<file path="src/hw/flash_prog_map.svh">
// Operation
// - Table read fetches one byte into latch
// - Table read may step pointer afterwards
// - Pointer bit zero picks high or low byte
// - Erase always clears one 64-byte row
// - No single-word erase exists
// - Erase row from pointer bits 21:6
// - Long write blocked while write enable clear
// - Row-erase bit selects erase on next start
// - Start only after 55h then 0AAh unlock
// - Write-start after unlock begins the cycle
// - Core stalled during long write
// - Internal timer ends every long write that the abort pin does not cut short
// - Row erase stalls about 2 ms
// - Programming works on 8-byte blocks only
// - Eight byte-wide holding registers
// - Table write touches holding register only
// - Holding registers reset to FFh after writes
// - FFh byte leaves flash byte unchanged
// - Write-start set by software, cleared by hardware
// - Completion sets write-done flag bit 4
// - Error flag on abort or bad start
// - Pointer bits 2:0 pick holding register
`ifndef FLASH_PROG_MAP_SVH
`define FLASH_PROG_MAP_SVH

// ----------
// Register byte offsets
// ----------
`define OFS_CONTROL 5'h00
`define OFS_UNLOCK 5'h04
`define OFS_LATCH 5'h08
`define OFS_POINTER 5'h0C
`define OFS_FLAGS 5'h10
`define OFS_TABLE_CMD 5'h14

// ----------
// Field positions
// ----------
`define CTL_PGM_SEL 7
`define CTL_CFG_SEL 6
`define CTL_ROW_ERASE 4
`define CTL_WR_ERR 3
`define CTL_WR_EN 2
`define CTL_WR_START 1
`define FLG_WR_DONE 4
`define CMD_READ 0
`define CMD_WRITE 1
`define CMD_MODE_LO 2
`define CMD_MODE_HI 3

// ----------
// Values
// ----------
`define UNLOCK_KEY1 8'h55
`define UNLOCK_KEY2 8'hAA
`define HOLD_RESET 8'hFF
`define HOLD_COUNT 8
`define MODE_KEEP 2'h0
`define MODE_POST_INC 2'h1
`define MODE_POST_DEC 2'h2
`define MODE_PRE_INC 2'h3

// ----------
// Timing
// ----------
`define MCLK_MHZ 200
`define ERASE_TIME_US 2000
`define PROG_TIME_US 2000
`define ERASE_CYCLES (`ERASE_TIME_US * `MCLK_MHZ)
`define PROG_CYCLES (`PROG_TIME_US * `MCLK_MHZ)

`endif

</file>
<file path="src/hw/flash_prog_pkg.sv">
package flash_prog_pkg;

    typedef enum logic [1:0] {
        ST_IDLE,
        ST_RD_ISSUE,
        ST_RD_CAPTURE,
        ST_LONG
    } seq_state_t;

    typedef enum logic [1:0] {
        UL_IDLE,
        UL_HALF,
        UL_ARMED
    } unlock_t;

    typedef struct packed {
        logic pgm_sel;
        logic cfg_sel;
        logic row_erase;
        logic wr_err;
        logic wr_en;
        logic wr_start;
    } ctl_t;

    typedef struct packed {
        logic erase;
        logic prog;
        logic [15:0] row;
        logic [18:0] block;
        logic [63:0] data;
    } arr_cmd_t;

    typedef struct packed {
        logic rd_en;
        logic [19:0] word_addr;
    } arr_rd_t;

endpackage

</file>
<file path="src/hw/flash_self_prog.sv">
`timescale 1ns/1ps
`include "flash_prog_map.svh"

module flash_self_prog #(
    parameter logic [18:0] ERASE_CYC = 19'(`ERASE_CYCLES),
    parameter logic [18:0] PROG_CYC = 19'(`PROG_CYCLES)
) (
    input wire logic mclk,
    input wire logic resetn,
    input wire logic [4:0] avs_address,
    input wire logic avs_read,
    input wire logic avs_write,
    input wire logic [31:0] avs_writedata,
    input wire logic [3:0] avs_byteenable,
    output logic [31:0] avs_readdata,
    output logic avs_waitrequest,
    input wire logic write_abort_pin,
    output logic cpu_stall,
    output flash_prog_pkg::arr_rd_t arr_rd,
    input wire logic [15:0] arr_rdata,
    output flash_prog_pkg::arr_cmd_t arr_cmd
);
    import flash_prog_pkg::*;

    // ----------
    // Helpers
    // ----------
    // Only the low 21 bits move; bit 21 keeps the space select
    function automatic logic [21:0] ptr_step(input logic [21:0] p, input logic up);
        logic [20:0] low;
        low = up ? (p[20:0] + 21'h000001) : (p[20:0] - 21'h000001);
        return {p[21], low};
    endfunction

    function automatic logic [7:0] merge_byte(input logic [7:0] old,
                                              input logic [7:0] val,
                                              input logic en);
        return en ? val : old;
    endfunction

    // ----------
    // State
    // ----------
    seq_state_t state_r, state_nxt;
    unlock_t unlock_r, unlock_nxt;
    ctl_t ctl_r, ctl_nxt;
    logic [21:0] table_pointer_r, table_pointer_nxt;
    logic [7:0] table_byte_latch_r, table_byte_latch_nxt;
    logic write_done_irq_flag_r, write_done_irq_flag_nxt;
    logic [7:0] hold_r [`HOLD_COUNT];
    logic [7:0] hold_nxt [`HOLD_COUNT];
    logic [1:0] rd_mode_r, rd_mode_nxt;
    logic byte_sel_r, byte_sel_nxt;
    logic rd_ack_r, rd_ack_nxt;
    logic [31:0] rdata_r, rdata_nxt;
    arr_rd_t arr_rd_r, arr_rd_nxt;
    arr_cmd_t arr_cmd_r, arr_cmd_nxt;
    logic abort_meta_r, abort_sync_r;
    logic tmr_start;
    logic tmr_abort;
    logic [18:0] tmr_load;
    logic tmr_done;

    logic busy;
    logic wr_take;
    logic rd_take;
    logic [63:0] hold_flat;

    // ----------
    // Bus handshake
    // ----------
    // The bus stalls during a long write: this is how the core is held
    assign busy = (state_r != ST_IDLE);
    assign wr_take = avs_write && !busy;
    assign rd_take = avs_read && !busy && rd_ack_r;
    assign avs_waitrequest = busy || (avs_read && !rd_ack_r);
    assign avs_readdata = rdata_r;
    assign cpu_stall = (state_r == ST_LONG);
    assign arr_rd = arr_rd_r;
    assign arr_cmd = arr_cmd_r;

    always_comb begin
        for (int i = 0; i < `HOLD_COUNT; i++) begin
            hold_flat[i*8 +: 8] = hold_r[i];
        end
    end

    // ----------
    // Abort pin synchroniser
    // ----------
    // Pin is asynchronous; only the second flop is read
    always_ff @(posedge mclk) begin
        if (!resetn) begin
            abort_meta_r <= 1'b0;
            abort_sync_r <= 1'b0;
        end else begin
            abort_meta_r <= write_abort_pin;
            abort_sync_r <= abort_meta_r;
        end
    end

    // ----------
    // Sequencer next state
    // ----------
    // Reads answer one cycle late so read data comes from a flop
    always_comb begin
        logic [21:0] eff_ptr;
        logic [7:0] wd;
        logic [1:0] mode;
        logic start_ok;
        eff_ptr = table_pointer_r;
        wd = avs_writedata[7:0];
        mode = avs_writedata[`CMD_MODE_HI:`CMD_MODE_LO];
        start_ok = 1'b0;
        state_nxt = state_r;
        unlock_nxt = unlock_r;
        ctl_nxt = ctl_r;
        table_pointer_nxt = table_pointer_r;
        table_byte_latch_nxt = table_byte_latch_r;
        write_done_irq_flag_nxt = write_done_irq_flag_r;
        hold_nxt = hold_r;
        rd_mode_nxt = rd_mode_r;
        byte_sel_nxt = byte_sel_r;
        rd_ack_nxt = 1'b0;
        rdata_nxt = rdata_r;
        arr_rd_nxt = arr_rd_r;
        arr_cmd_nxt = arr_cmd_r;
        tmr_start = 1'b0;
        tmr_abort = 1'b0;
        tmr_load = PROG_CYC;

        // Register reads
        if (avs_read && !busy && !rd_ack_r) begin
            rd_ack_nxt = 1'b1;
            case (avs_address)
                `OFS_CONTROL: rdata_nxt = {24'h000000, ctl_r.pgm_sel, ctl_r.cfg_sel, 1'b0,
                                           ctl_r.row_erase, ctl_r.wr_err, ctl_r.wr_en,
                                           ctl_r.wr_start, 1'b0};
                `OFS_LATCH: rdata_nxt = {24'h000000, table_byte_latch_r};
                `OFS_POINTER: rdata_nxt = {10'h000, table_pointer_r};
                `OFS_FLAGS: rdata_nxt = {27'h0000000, write_done_irq_flag_r, 4'h0};
                default: rdata_nxt = 32'h00000000;
            endcase
        end
        if (rd_take) begin
            unlock_nxt = UL_IDLE;
        end

        // Register writes
        if (wr_take) begin
            unlock_nxt = UL_IDLE;
            case (avs_address)
                `OFS_CONTROL: begin
                    if (avs_byteenable[0]) begin
                        ctl_nxt.pgm_sel = wd[`CTL_PGM_SEL];
                        ctl_nxt.cfg_sel = wd[`CTL_CFG_SEL];
                        ctl_nxt.row_erase = wd[`CTL_ROW_ERASE];
                        ctl_nxt.wr_err = wd[`CTL_WR_ERR];
                        ctl_nxt.wr_en = wd[`CTL_WR_EN];
                        if (wd[`CTL_WR_START]) begin
                            // Program space only, enabled, unlocked just before
                            start_ok = (unlock_r == UL_ARMED) && wd[`CTL_WR_EN]
                                       && wd[`CTL_PGM_SEL] && !wd[`CTL_CFG_SEL];
                            ctl_nxt.wr_err = 1'b1;
                        end
                    end
                end
                `OFS_UNLOCK: begin
                    if (avs_byteenable[0]) begin
                        if (wd == `UNLOCK_KEY1) begin
                            unlock_nxt = UL_HALF;
                        end else if (wd == `UNLOCK_KEY2 && unlock_r == UL_HALF) begin
                            unlock_nxt = UL_ARMED;
                        end
                    end
                end
                `OFS_LATCH: begin
                    table_byte_latch_nxt = merge_byte(table_byte_latch_r, wd,
                                                      avs_byteenable[0]);
                end
                `OFS_POINTER: begin
                    table_pointer_nxt[7:0] = merge_byte(table_pointer_r[7:0], wd,
                                                        avs_byteenable[0]);
                    table_pointer_nxt[15:8] = merge_byte(table_pointer_r[15:8],
                                                         avs_writedata[15:8],
                                                         avs_byteenable[1]);
                    if (avs_byteenable[2]) begin
                        table_pointer_nxt[21:16] = avs_writedata[21:16];
                    end
                end
                `OFS_FLAGS: begin
                    // Software clears by writing zero; a new event wins below
                    if (avs_byteenable[0] && !wd[`FLG_WR_DONE]) begin
                        write_done_irq_flag_nxt = 1'b0;
                    end
                end
                `OFS_TABLE_CMD: begin
                    if (avs_byteenable[0]) begin
                        if (mode == `MODE_PRE_INC) begin
                            eff_ptr = ptr_step(table_pointer_r, 1'b1);
                        end
                        if (wd[`CMD_READ]) begin
                            arr_rd_nxt.rd_en = 1'b1;
                            arr_rd_nxt.word_addr = eff_ptr[20:1];
                            byte_sel_nxt = eff_ptr[0];
                            rd_mode_nxt = mode;
                            table_pointer_nxt = eff_ptr;
                            state_nxt = ST_RD_ISSUE;
                        end else if (wd[`CMD_WRITE]) begin
                            // Only the staging byte moves, never the array
                            hold_nxt[eff_ptr[2:0]] = table_byte_latch_r;
                            if (mode == `MODE_POST_INC) begin
                                table_pointer_nxt = ptr_step(eff_ptr, 1'b1);
                            end else if (mode == `MODE_POST_DEC) begin
                                table_pointer_nxt = ptr_step(eff_ptr, 1'b0);
                            end else begin
                                table_pointer_nxt = eff_ptr;
                            end
                        end
                    end
                end
                default: begin
                end
            endcase
        end

        // Long write launch
        if (start_ok) begin
            ctl_nxt.wr_start = 1'b1;
            state_nxt = ST_LONG;
            tmr_start = 1'b1;
            if (wd[`CTL_ROW_ERASE]) begin
                arr_cmd_nxt.erase = 1'b1;
                arr_cmd_nxt.row = table_pointer_r[21:6];
                tmr_load = ERASE_CYC;
            end else begin
                arr_cmd_nxt.prog = 1'b1;
                arr_cmd_nxt.block = table_pointer_r[21:3];
                arr_cmd_nxt.data = hold_flat;
            end
        end

        // Sequencer
        case (state_r)
            ST_IDLE: begin
            end
            ST_RD_ISSUE: begin
                arr_rd_nxt.rd_en = 1'b0;
                state_nxt = ST_RD_CAPTURE;
            end
            ST_RD_CAPTURE: begin
                table_byte_latch_nxt = byte_sel_r ? arr_rdata[15:8] : arr_rdata[7:0];
                if (rd_mode_r == `MODE_POST_INC) begin
                    table_pointer_nxt = ptr_step(table_pointer_r, 1'b1);
                end else if (rd_mode_r == `MODE_POST_DEC) begin
                    table_pointer_nxt = ptr_step(table_pointer_r, 1'b0);
                end
                state_nxt = ST_IDLE;
            end
            ST_LONG: begin
                if (abort_sync_r) begin
                    // Error flag stays set so software can spot the torn write
                    tmr_abort = 1'b1;
                    ctl_nxt.wr_start = 1'b0;
                    arr_cmd_nxt.erase = 1'b0;
                    arr_cmd_nxt.prog = 1'b0;
                    for (int i = 0; i < `HOLD_COUNT; i++) begin
                        hold_nxt[i] = `HOLD_RESET;
                    end
                    state_nxt = ST_IDLE;
                end else if (tmr_done) begin
                    ctl_nxt.wr_start = 1'b0;
                    ctl_nxt.wr_err = 1'b0;
                    ctl_nxt.row_erase = 1'b0;
                    arr_cmd_nxt.erase = 1'b0;
                    arr_cmd_nxt.prog = 1'b0;
                    write_done_irq_flag_nxt = 1'b1;
                    for (int i = 0; i < `HOLD_COUNT; i++) begin
                        hold_nxt[i] = `HOLD_RESET;
                    end
                    state_nxt = ST_IDLE;
                end
            end
            default: begin
                state_nxt = ST_IDLE;
            end
        endcase
    end

    // ----------
    // Sequencer registers
    // ----------
    // Holding bytes idle at FFh so unloaded bytes program nothing
    always_ff @(posedge mclk) begin
        if (!resetn) begin
            state_r <= ST_IDLE;
            unlock_r <= UL_IDLE;
            ctl_r <= '0;
            table_pointer_r <= 22'h000000;
            table_byte_latch_r <= 8'h00;
            write_done_irq_flag_r <= 1'b0;
            for (int i = 0; i < `HOLD_COUNT; i++) begin
                hold_r[i] <= `HOLD_RESET;
            end
            rd_mode_r <= `MODE_KEEP;
            byte_sel_r <= 1'b0;
            rd_ack_r <= 1'b0;
            rdata_r <= 32'h00000000;
            arr_rd_r <= '0;
            arr_cmd_r <= '0;
        end else begin
            state_r <= state_nxt;
            unlock_r <= unlock_nxt;
            ctl_r <= ctl_nxt;
            table_pointer_r <= table_pointer_nxt;
            table_byte_latch_r <= table_byte_latch_nxt;
            write_done_irq_flag_r <= write_done_irq_flag_nxt;
            hold_r <= hold_nxt;
            rd_mode_r <= rd_mode_nxt;
            byte_sel_r <= byte_sel_nxt;
            rd_ack_r <= rd_ack_nxt;
            rdata_r <= rdata_nxt;
            arr_rd_r <= arr_rd_nxt;
            arr_cmd_r <= arr_cmd_nxt;
        end
    end

    // ----------
    // Programming timer
    // ----------
    // Duration is ours alone; the array gives no done signal
    long_write_timer u_timer (
        .mclk(mclk),
        .resetn(resetn),
        .start(tmr_start),
        .abort(tmr_abort),
        .load(tmr_load),
        .done(tmr_done)
    );
endmodule // flash_self_prog

</file>
<file path="src/hw/long_write_timer.sv">
`timescale 1ns/1ps
`include "flash_prog_map.svh"

module long_write_timer (
    input wire logic mclk,
    input wire logic resetn,
    input wire logic start,
    input wire logic abort,
    input wire logic [18:0] load,
    output logic done
);
    logic [18:0] cnt_r;
    logic [18:0] cnt_nxt;
    logic run_r;
    logic run_nxt;
    logic done_r;
    logic done_nxt;

    always_comb begin
        cnt_nxt = cnt_r;
        run_nxt = run_r;
        done_nxt = 1'b0;
        if (abort) begin
            run_nxt = 1'b0;
            cnt_nxt = 19'h00000;
        end else if (start) begin
            run_nxt = 1'b1;
            cnt_nxt = load;
        end else if (run_r) begin
            if (cnt_r <= 19'h00001) begin
                run_nxt = 1'b0;
                done_nxt = 1'b1;
            end else begin
                cnt_nxt = cnt_r - 19'h00001;
            end
        end
    end

    always_ff @(posedge mclk) begin
        if (!resetn) begin
            cnt_r <= 19'h00000;
            run_r <= 1'b0;
            done_r <= 1'b0;
        end else begin
            cnt_r <= cnt_nxt;
            run_r <= run_nxt;
            done_r <= done_nxt;
        end
    end

    assign done = done_r;
endmodule // long_write_timer

</file>
<file path="config.mk">
export PLATFORM = sky130hd
export DESIGN_NAME = flash_self_prog
export DESIGN_NICKNAME = d
export VERILOG_FILES = /design/src/hw/flash_prog_pkg.sv /design/src/hw/flash_self_prog.sv /design/src/hw/long_write_timer.sv
export VERILOG_INCLUDE_DIRS = /design/src /design/src/hw
export SDC_FILE = /design/constraint.sdc
export NUM_CORES = 1
export LEC_CHECK = 0
export BUFFER_PORTS_ARGS = -buffer_cell sky130_fd_sc_hd__buf_2
export CORE_AREA = 2 2 128 223
export DETAILED_ROUTE_END_ITERATION = 12
export DIE_AREA = 0 0 130 225
export HOLD_SLACK_MARGIN = 0.02
export PLACE_DENSITY = 0.8
export SLEW_MARGIN = 5
export SYNTH_ARGS = -nofsm -noshare
export SYNTH_HDL_FRONTEND = slang
export SYNTH_HIERARCHICAL = 1
export SYNTH_SLANG_ARGS = --single-unit
</file>
<file path="constraint.sdc">
create_clock -name mclk -period 3.3 [get_ports mclk]
set_clock_uncertainty 0.2 [all_clocks]
set_input_delay 0.495 -clock mclk [delete_from_list [all_inputs] [get_ports mclk]]
set_output_delay 0.495 -clock mclk [all_outputs]
set_load 0.03 [all_outputs]
</file>
# Word level (Yosys, flattened, before mapping)
# Cells that the tools add are included.
# word_totals
output_inout_bits	156
inputBits	62
elab_cells	193
register_bits	286
# op_classes
n_eq_ne	20
mux	88
order_cmp	3
bitwise	5
add_sub_neg	5
reduce_logical	35
# op_table
operator	count
$mux 64	8
$mux 22	10
$mux 101	1
$pmux 22 s4	1
$mux 83	1
$bwmux 64	1
$mux 8	8
$mux 21	3
$mux 19	3
$pmux 22 s2	1
$add 21x1->21 const B	2
$sub 21x1->21 const B	2
$mux 2	19
$mux 1	25
$demux 8 s3	1
$le 19x1->1 const B	1
$sub 19x1->19 const B	1
$mux 16	1
$eq 2x2->1 const B	6
$reduce_bool 2->1	6
$logic_and 1x1->1	11
$eq 5x4->1 const B	2
$eq 5x5->1 const B	2
$reduce_and 2->1	5
20 further kinds	35

# Longest topological paths before layout
# logic_depth
depth_word	19
mapped_depth	15
mapped_depth_nobuf	13

# Modules after synthesis
# Netlist, hierarchy kept.
# modules_own_cells
mod	cells_per_inst	area_each_um2	seq_area_each_um2	n_inst
flash_self_prog	1642	12907.4	5104.9	1
long_write_timer	147	1212.4	420.4	1

# Worst setup path before layout
# Ideal clock, no wire load.
# synth_path
kind	input port to flip-flop
start	in avs_writedata[3]
end	reg table_pointer_r[14]
stages	14
path_slack_ns	0.028
required_time_ns	3.038
setup_time_ns	0.062
t_arrival_ns	3.010
n_path_buf	3
cell_sequence	buf_2 -> and2_1 -> clkbuf_1 -> buf_2 -> xnor2_1 -> ha_1 -> nand3b_1 -> nor2_1 -> a21boi_0 -> and2_1 -> a32o_1 -> a21boi_1 -> or4_1 -> nand3_1
# synth_via
elab_chain_len	16
word_cells_on_any_way	19
cone_classes	add/sub: 2; eq/ne: 3; mux: 14
# synth_lines
item	line	rtl
from (decl)	flash_self_prog.sv:13	input wire logic [31:0] avs_writedata,
$eq 2x2->1 (no line)	--	
$mux 21	flash_self_prog.sv:199	if (mode == `MODE_PRE_INC) begin
$mux 22	flash_self_prog.sv:198	if (avs_byteenable[0]) begin
$mux 22	flash_self_prog.sv:152	case (avs_address)
$mux 22	flash_self_prog.sv:150	if (wr_take) begin
$sub 21x1->21	flash_self_prog.sv:31	low = up ? (p[20:0] + 21'h000001) : (p[20:0] - 21'h000001);
$mux 21	flash_self_prog.sv:214	end else if (mode == `MODE_POST_DEC) begin
$mux 21	flash_self_prog.sv:212	if (mode == `MODE_POST_INC) begin
$mux 22	flash_self_prog.sv:209	end else if (wd[`CMD_WRITE]) begin
$mux 22 *	flash_self_prog.sv:202	if (wd[`CMD_READ]) begin
$mux 22 *	flash_self_prog.sv:198	
$pmux 22 s2 *	flash_self_prog.sv:152	
$mux 22 *	flash_self_prog.sv:150	
$mux 22	flash_self_prog.sv:255	end else if (rd_mode_r == `MODE_POST_DEC) begin
$mux 22	flash_self_prog.sv:253	if (rd_mode_r == `MODE_POST_INC) begin
$mux 22 *	flash_self_prog.sv:244	case (state_r)
to (signal assigned)	flash_self_prog.sv:315	table_pointer_r <= table_pointer_nxt;
to (decl)	flash_self_prog.sv:47	logic [21:0] table_pointer_r, table_pointer_nxt;
# Mark *: on every way between the ends. The rest lies on a longest branch, timed or not. The select of a mux whose other input is x is not followed.
# A chain may end at the register's enable or synchronous reset.

# Final worst setup path
# layout_path
start	reg table_pointer_r[11]
end	reg table_pointer_r[17]
# layout_via
elab_chain_len	16
word_cells_on_any_way	18
cone_classes	add/sub: 4; mux: 14
# layout_lines
item	line
$add 21x1->21	--
$mux 21	flash_self_prog.sv:199
$mux 22	flash_self_prog.sv:198
$mux 22	flash_self_prog.sv:152
$mux 22	flash_self_prog.sv:150
$sub 21x1->21	flash_self_prog.sv:31
$mux 21	flash_self_prog.sv:214
$mux 21	flash_self_prog.sv:212
$mux 22	flash_self_prog.sv:209
$mux 22	flash_self_prog.sv:202
$mux 22	flash_self_prog.sv:198
$pmux 22 s2	flash_self_prog.sv:152
$mux 22	flash_self_prog.sv:150
$mux 22	flash_self_prog.sv:255
$mux 22	flash_self_prog.sv:253
$mux 22 *	flash_self_prog.sv:244
# Marks and branches as above.

==> results_dict.tcl <==
set metrics [dict create \
    num_vias 15000 \
    die_w_um 130 \
    post_drt_wl_per_cell_um 22.4 \
    avgSynthCellArea_sq_um 7.89 \
    utilization 0.636 \
    layout_setup_ws_ns 0.0795 \
    numPortBuffers 196 \
    async_flop_share 0 \
    placed_area_sq_um 16400 \
    netlist_area_sq_um 14100 \
    leakagePower_nw 6.82 \
    drc 0 \
    final_antenna_net_count 0 \
    ioPinCount 218 \
    crit_slowest_cell "dfxtp_1" \
    critPathMaxStageDelay_ns 0.49 \
    startpoint_type "flop" \
    htreeDepth 1 \
    final_hold_viol_count 0 \
    clock.fmax_mhz 311 \
    synth_edf_count 0 \
    finalPower_w 0.00677 \
    yosysMostFrequentCell "nand2_1" \
    seq_area_frac_synth 0.391 \
    yosys_register_bits 276 \
    hpwl_um 38800 \
    grt_pass1_wl_um 83300 \
    status "completed" \
    dr.first_iter.drc_count 1287 \
    worst_setup_path_end_kind "flop" \
    drive_gt1_frac 0.231 \
    grt_pass1_vias 14700 \
    yosysTopAreaCellShare 0.391 \
    start_util 0.517 \
    fin_crit_ns 3.22 \
    synthTopCellsByArea "dfxtp_1 (39%), nand2_1 (9.3%), a21oi_1 (6.7%)" \
    cts_tree "built" \
    die_h_um 225 \
    synth_ff_type "dfxtp_1" \
    required_ns 3.55 \
    cp_top_family "simple AND/OR/NAND/NOR gates" \
    grt_max_degree 85 \
    num-nets-final 2122 \
    grt_usage 0.375 \
    crit_buf_inv 1 \
    cts.sinks 276 \
    multi_input_area_sq_um 8010 \
    die_area_sq_um 29300 \
    stdcell_area_sq_um 17400 \
    grt-ovfl-total 0 \
    critical_path_class "flop to flop" \
    dr.pass1.iters 5 \
    yosys.area.top_type "dfxtp_1" \
    regArea_sq_um 5530 \
    vdd_ir_drop_max_mv 0.407 \
    rows 80 \
    areaGrowthSynthToFinish_pct 23.0 \
    cts_buffers 25 \
    setup_violations 0 \
    vias_per_cell 6.11 \
    drv_slew 0 \
    fillers 2337 \
    clk_latency_ns 0.56 \
    rsz0062_at_grt "no" \
    hold_class "input pin to flop" \
    crit_arrival_ns 3.47 \
    synth_cell_types 93 \
    ys_top_cells_by_count "nand2_1 (349), dfxtp_1 (276), a21oi_1 (188)" \
    holdWs_ns 0.141 \
    min_period_over_period 0.976 \
    tightest_slew_ns 0.849 \
    worstPathMaxFanout 4 \
    pwr_density_cell_nw_per_um2 390 \
    clk_pin_slew_worst_paths_ns 0.07 \
    clk_path_buf_depth 3 \
    gp_congestion 1.09 \
    maxSlewHeadroom 0.434 \
    yosys_warnings 6 \
    maxCapViolations 0 \
    crit_chain "nand4_1 -> buf_4 -> nor4_4 -> xnor2_1 -> nor3_2 -> nand3_2 -> o32ai_2 -> mux2_2 -> a221o_1" \
    clockRootBuffer "clkbuf_16" \
    dp_slack_ns -0.113 \
    core_sq_um 27300 \
    routed_wl_um 54700 \
    grt_antenna_before_repair 10 \
    netlist_instances 1789 \
]
-- placed cells by master, fill, tap and decap left out, types with 32 or more instances in the layout --
cell type / netlist / routed
nand2_1: 349 / 349
dfxtp_1: 276 / 273
buf_2: 19 / 196
a21oi_1: 188 / 188
buf_4: 16 / 164
nor2_1: 138 / 137
mux2i_1: 93 / 93
o21ai_0: 60 / 59
nand3_1: 49 / 48
a211oi_1: 32 / 32
-- area by class of cell --
class | count | share of cell area
Clock inverter | 10 | 0.00591
Clock buffer | 35 | 0.0411
Antenna cell | 6 | 0.000864
Tap cell | 369 | 0.0266
Sequential cell | 276 | 0.318
Timing Repair Buffer | 373 | 0.141
Inverter | 23 | 0.00511
Multi-Input combinational cell | 1355 | 0.461
-- cell families after synthesis --
group                    after synthesis  synth area share
AND/OR/NAND/NOR                      735             0.248
adder cells (fa/ha/maj)                6           0.00532
multiplexers                         100            0.0715
flip-flops                           276             0.391
buffers and inverters                185            0.0556
other                                  2          0.000532
AO/OA/AOI/OAI                        442             0.200
XOR/XNOR                              43            0.0272
-- tightest hold or removal path: stages --
cell    delay, ns
buf_2        0.11
inv_4        0.13
nor2_1       0.12
-- worst paths after layout --
kind | slack (ns) | end | depth (start not counted) | startpoint
min | 0.14 | arr_rd[17] | 3 | resetn
max | 0.08 | table_pointer_r[17] | 9 | table_pointer_r[11]
min reg2reg | 0.25 | arr_cmd[60] | 2 | hold_flat[60]
max reg2reg | 0.08 | table_pointer_r[17] | 9 | table_pointer_r[11]
-- power breakdown --
part | internal [W] | total, W | switching (W)
Combinational | 0.000149 | 0.000462 | 0.000314
Sequential | 0.00334 | 0.00334 | 0.00000850
Clock | 0.00161 | 0.00296 | 0.00136
Total | 0.00509 | 0.00677 | 0.00168
-- per-stage QoR --
stage / setup TNS [ns] / std cells
2_1_floorplan: 0 / 1816
3_3_place_gp: -0.192 / 2388
3_5_place_dp: -0.230 / 2388
4_1_cts: -0.0147 / 2435
5_1_grt: 0 / 2445
6_report: 0 / 2447
-- what timing repair did --
action | CTS | global route
resized for setup | 1 | 14
endpoints found under the setup margin | 1 | 9
hold endpoints to repair | 2 | 0
hold buffers | 2 | 0
buffers inserted | 0 | 5
pin swaps | 0 | 3
-- registers in the layout, indices dropped and copies added, names as in the netlist --
name / count
ctl_r: 6
u_timer/done: 1
rd_ack_r: 1
arr_rd: 21
abort_meta_r: 1
unlock_r: 2
u_timer/run_r: 1
byte_sel_r: 1
arr_cmd: 101
hold_flat: 64
abort_sync_r: 1
rd_mode_r: 2
u_timer/cnt_r: 19
table_pointer_r: 22
table_byte_latch_r: 8
avs_readdata: 22
write_done_irq_flag_r: 1
state_r: 2
-- metal layers --
| layer | GRT usage | vias to the layer above | wire length [um] |
|---|---|---|---|
| li1 | - | 6831 | - |
| met1 | 0.379 | 6929 | 17800 |
| met4 | 0.333 | 8 | 6010 |
| met2 | 0.606 | 855 | 25600 |
| met3 | 0.124 | 340 | 5310 |
| met5 | 0 | - | 50 |
Power figures use the tool's default switching activity.
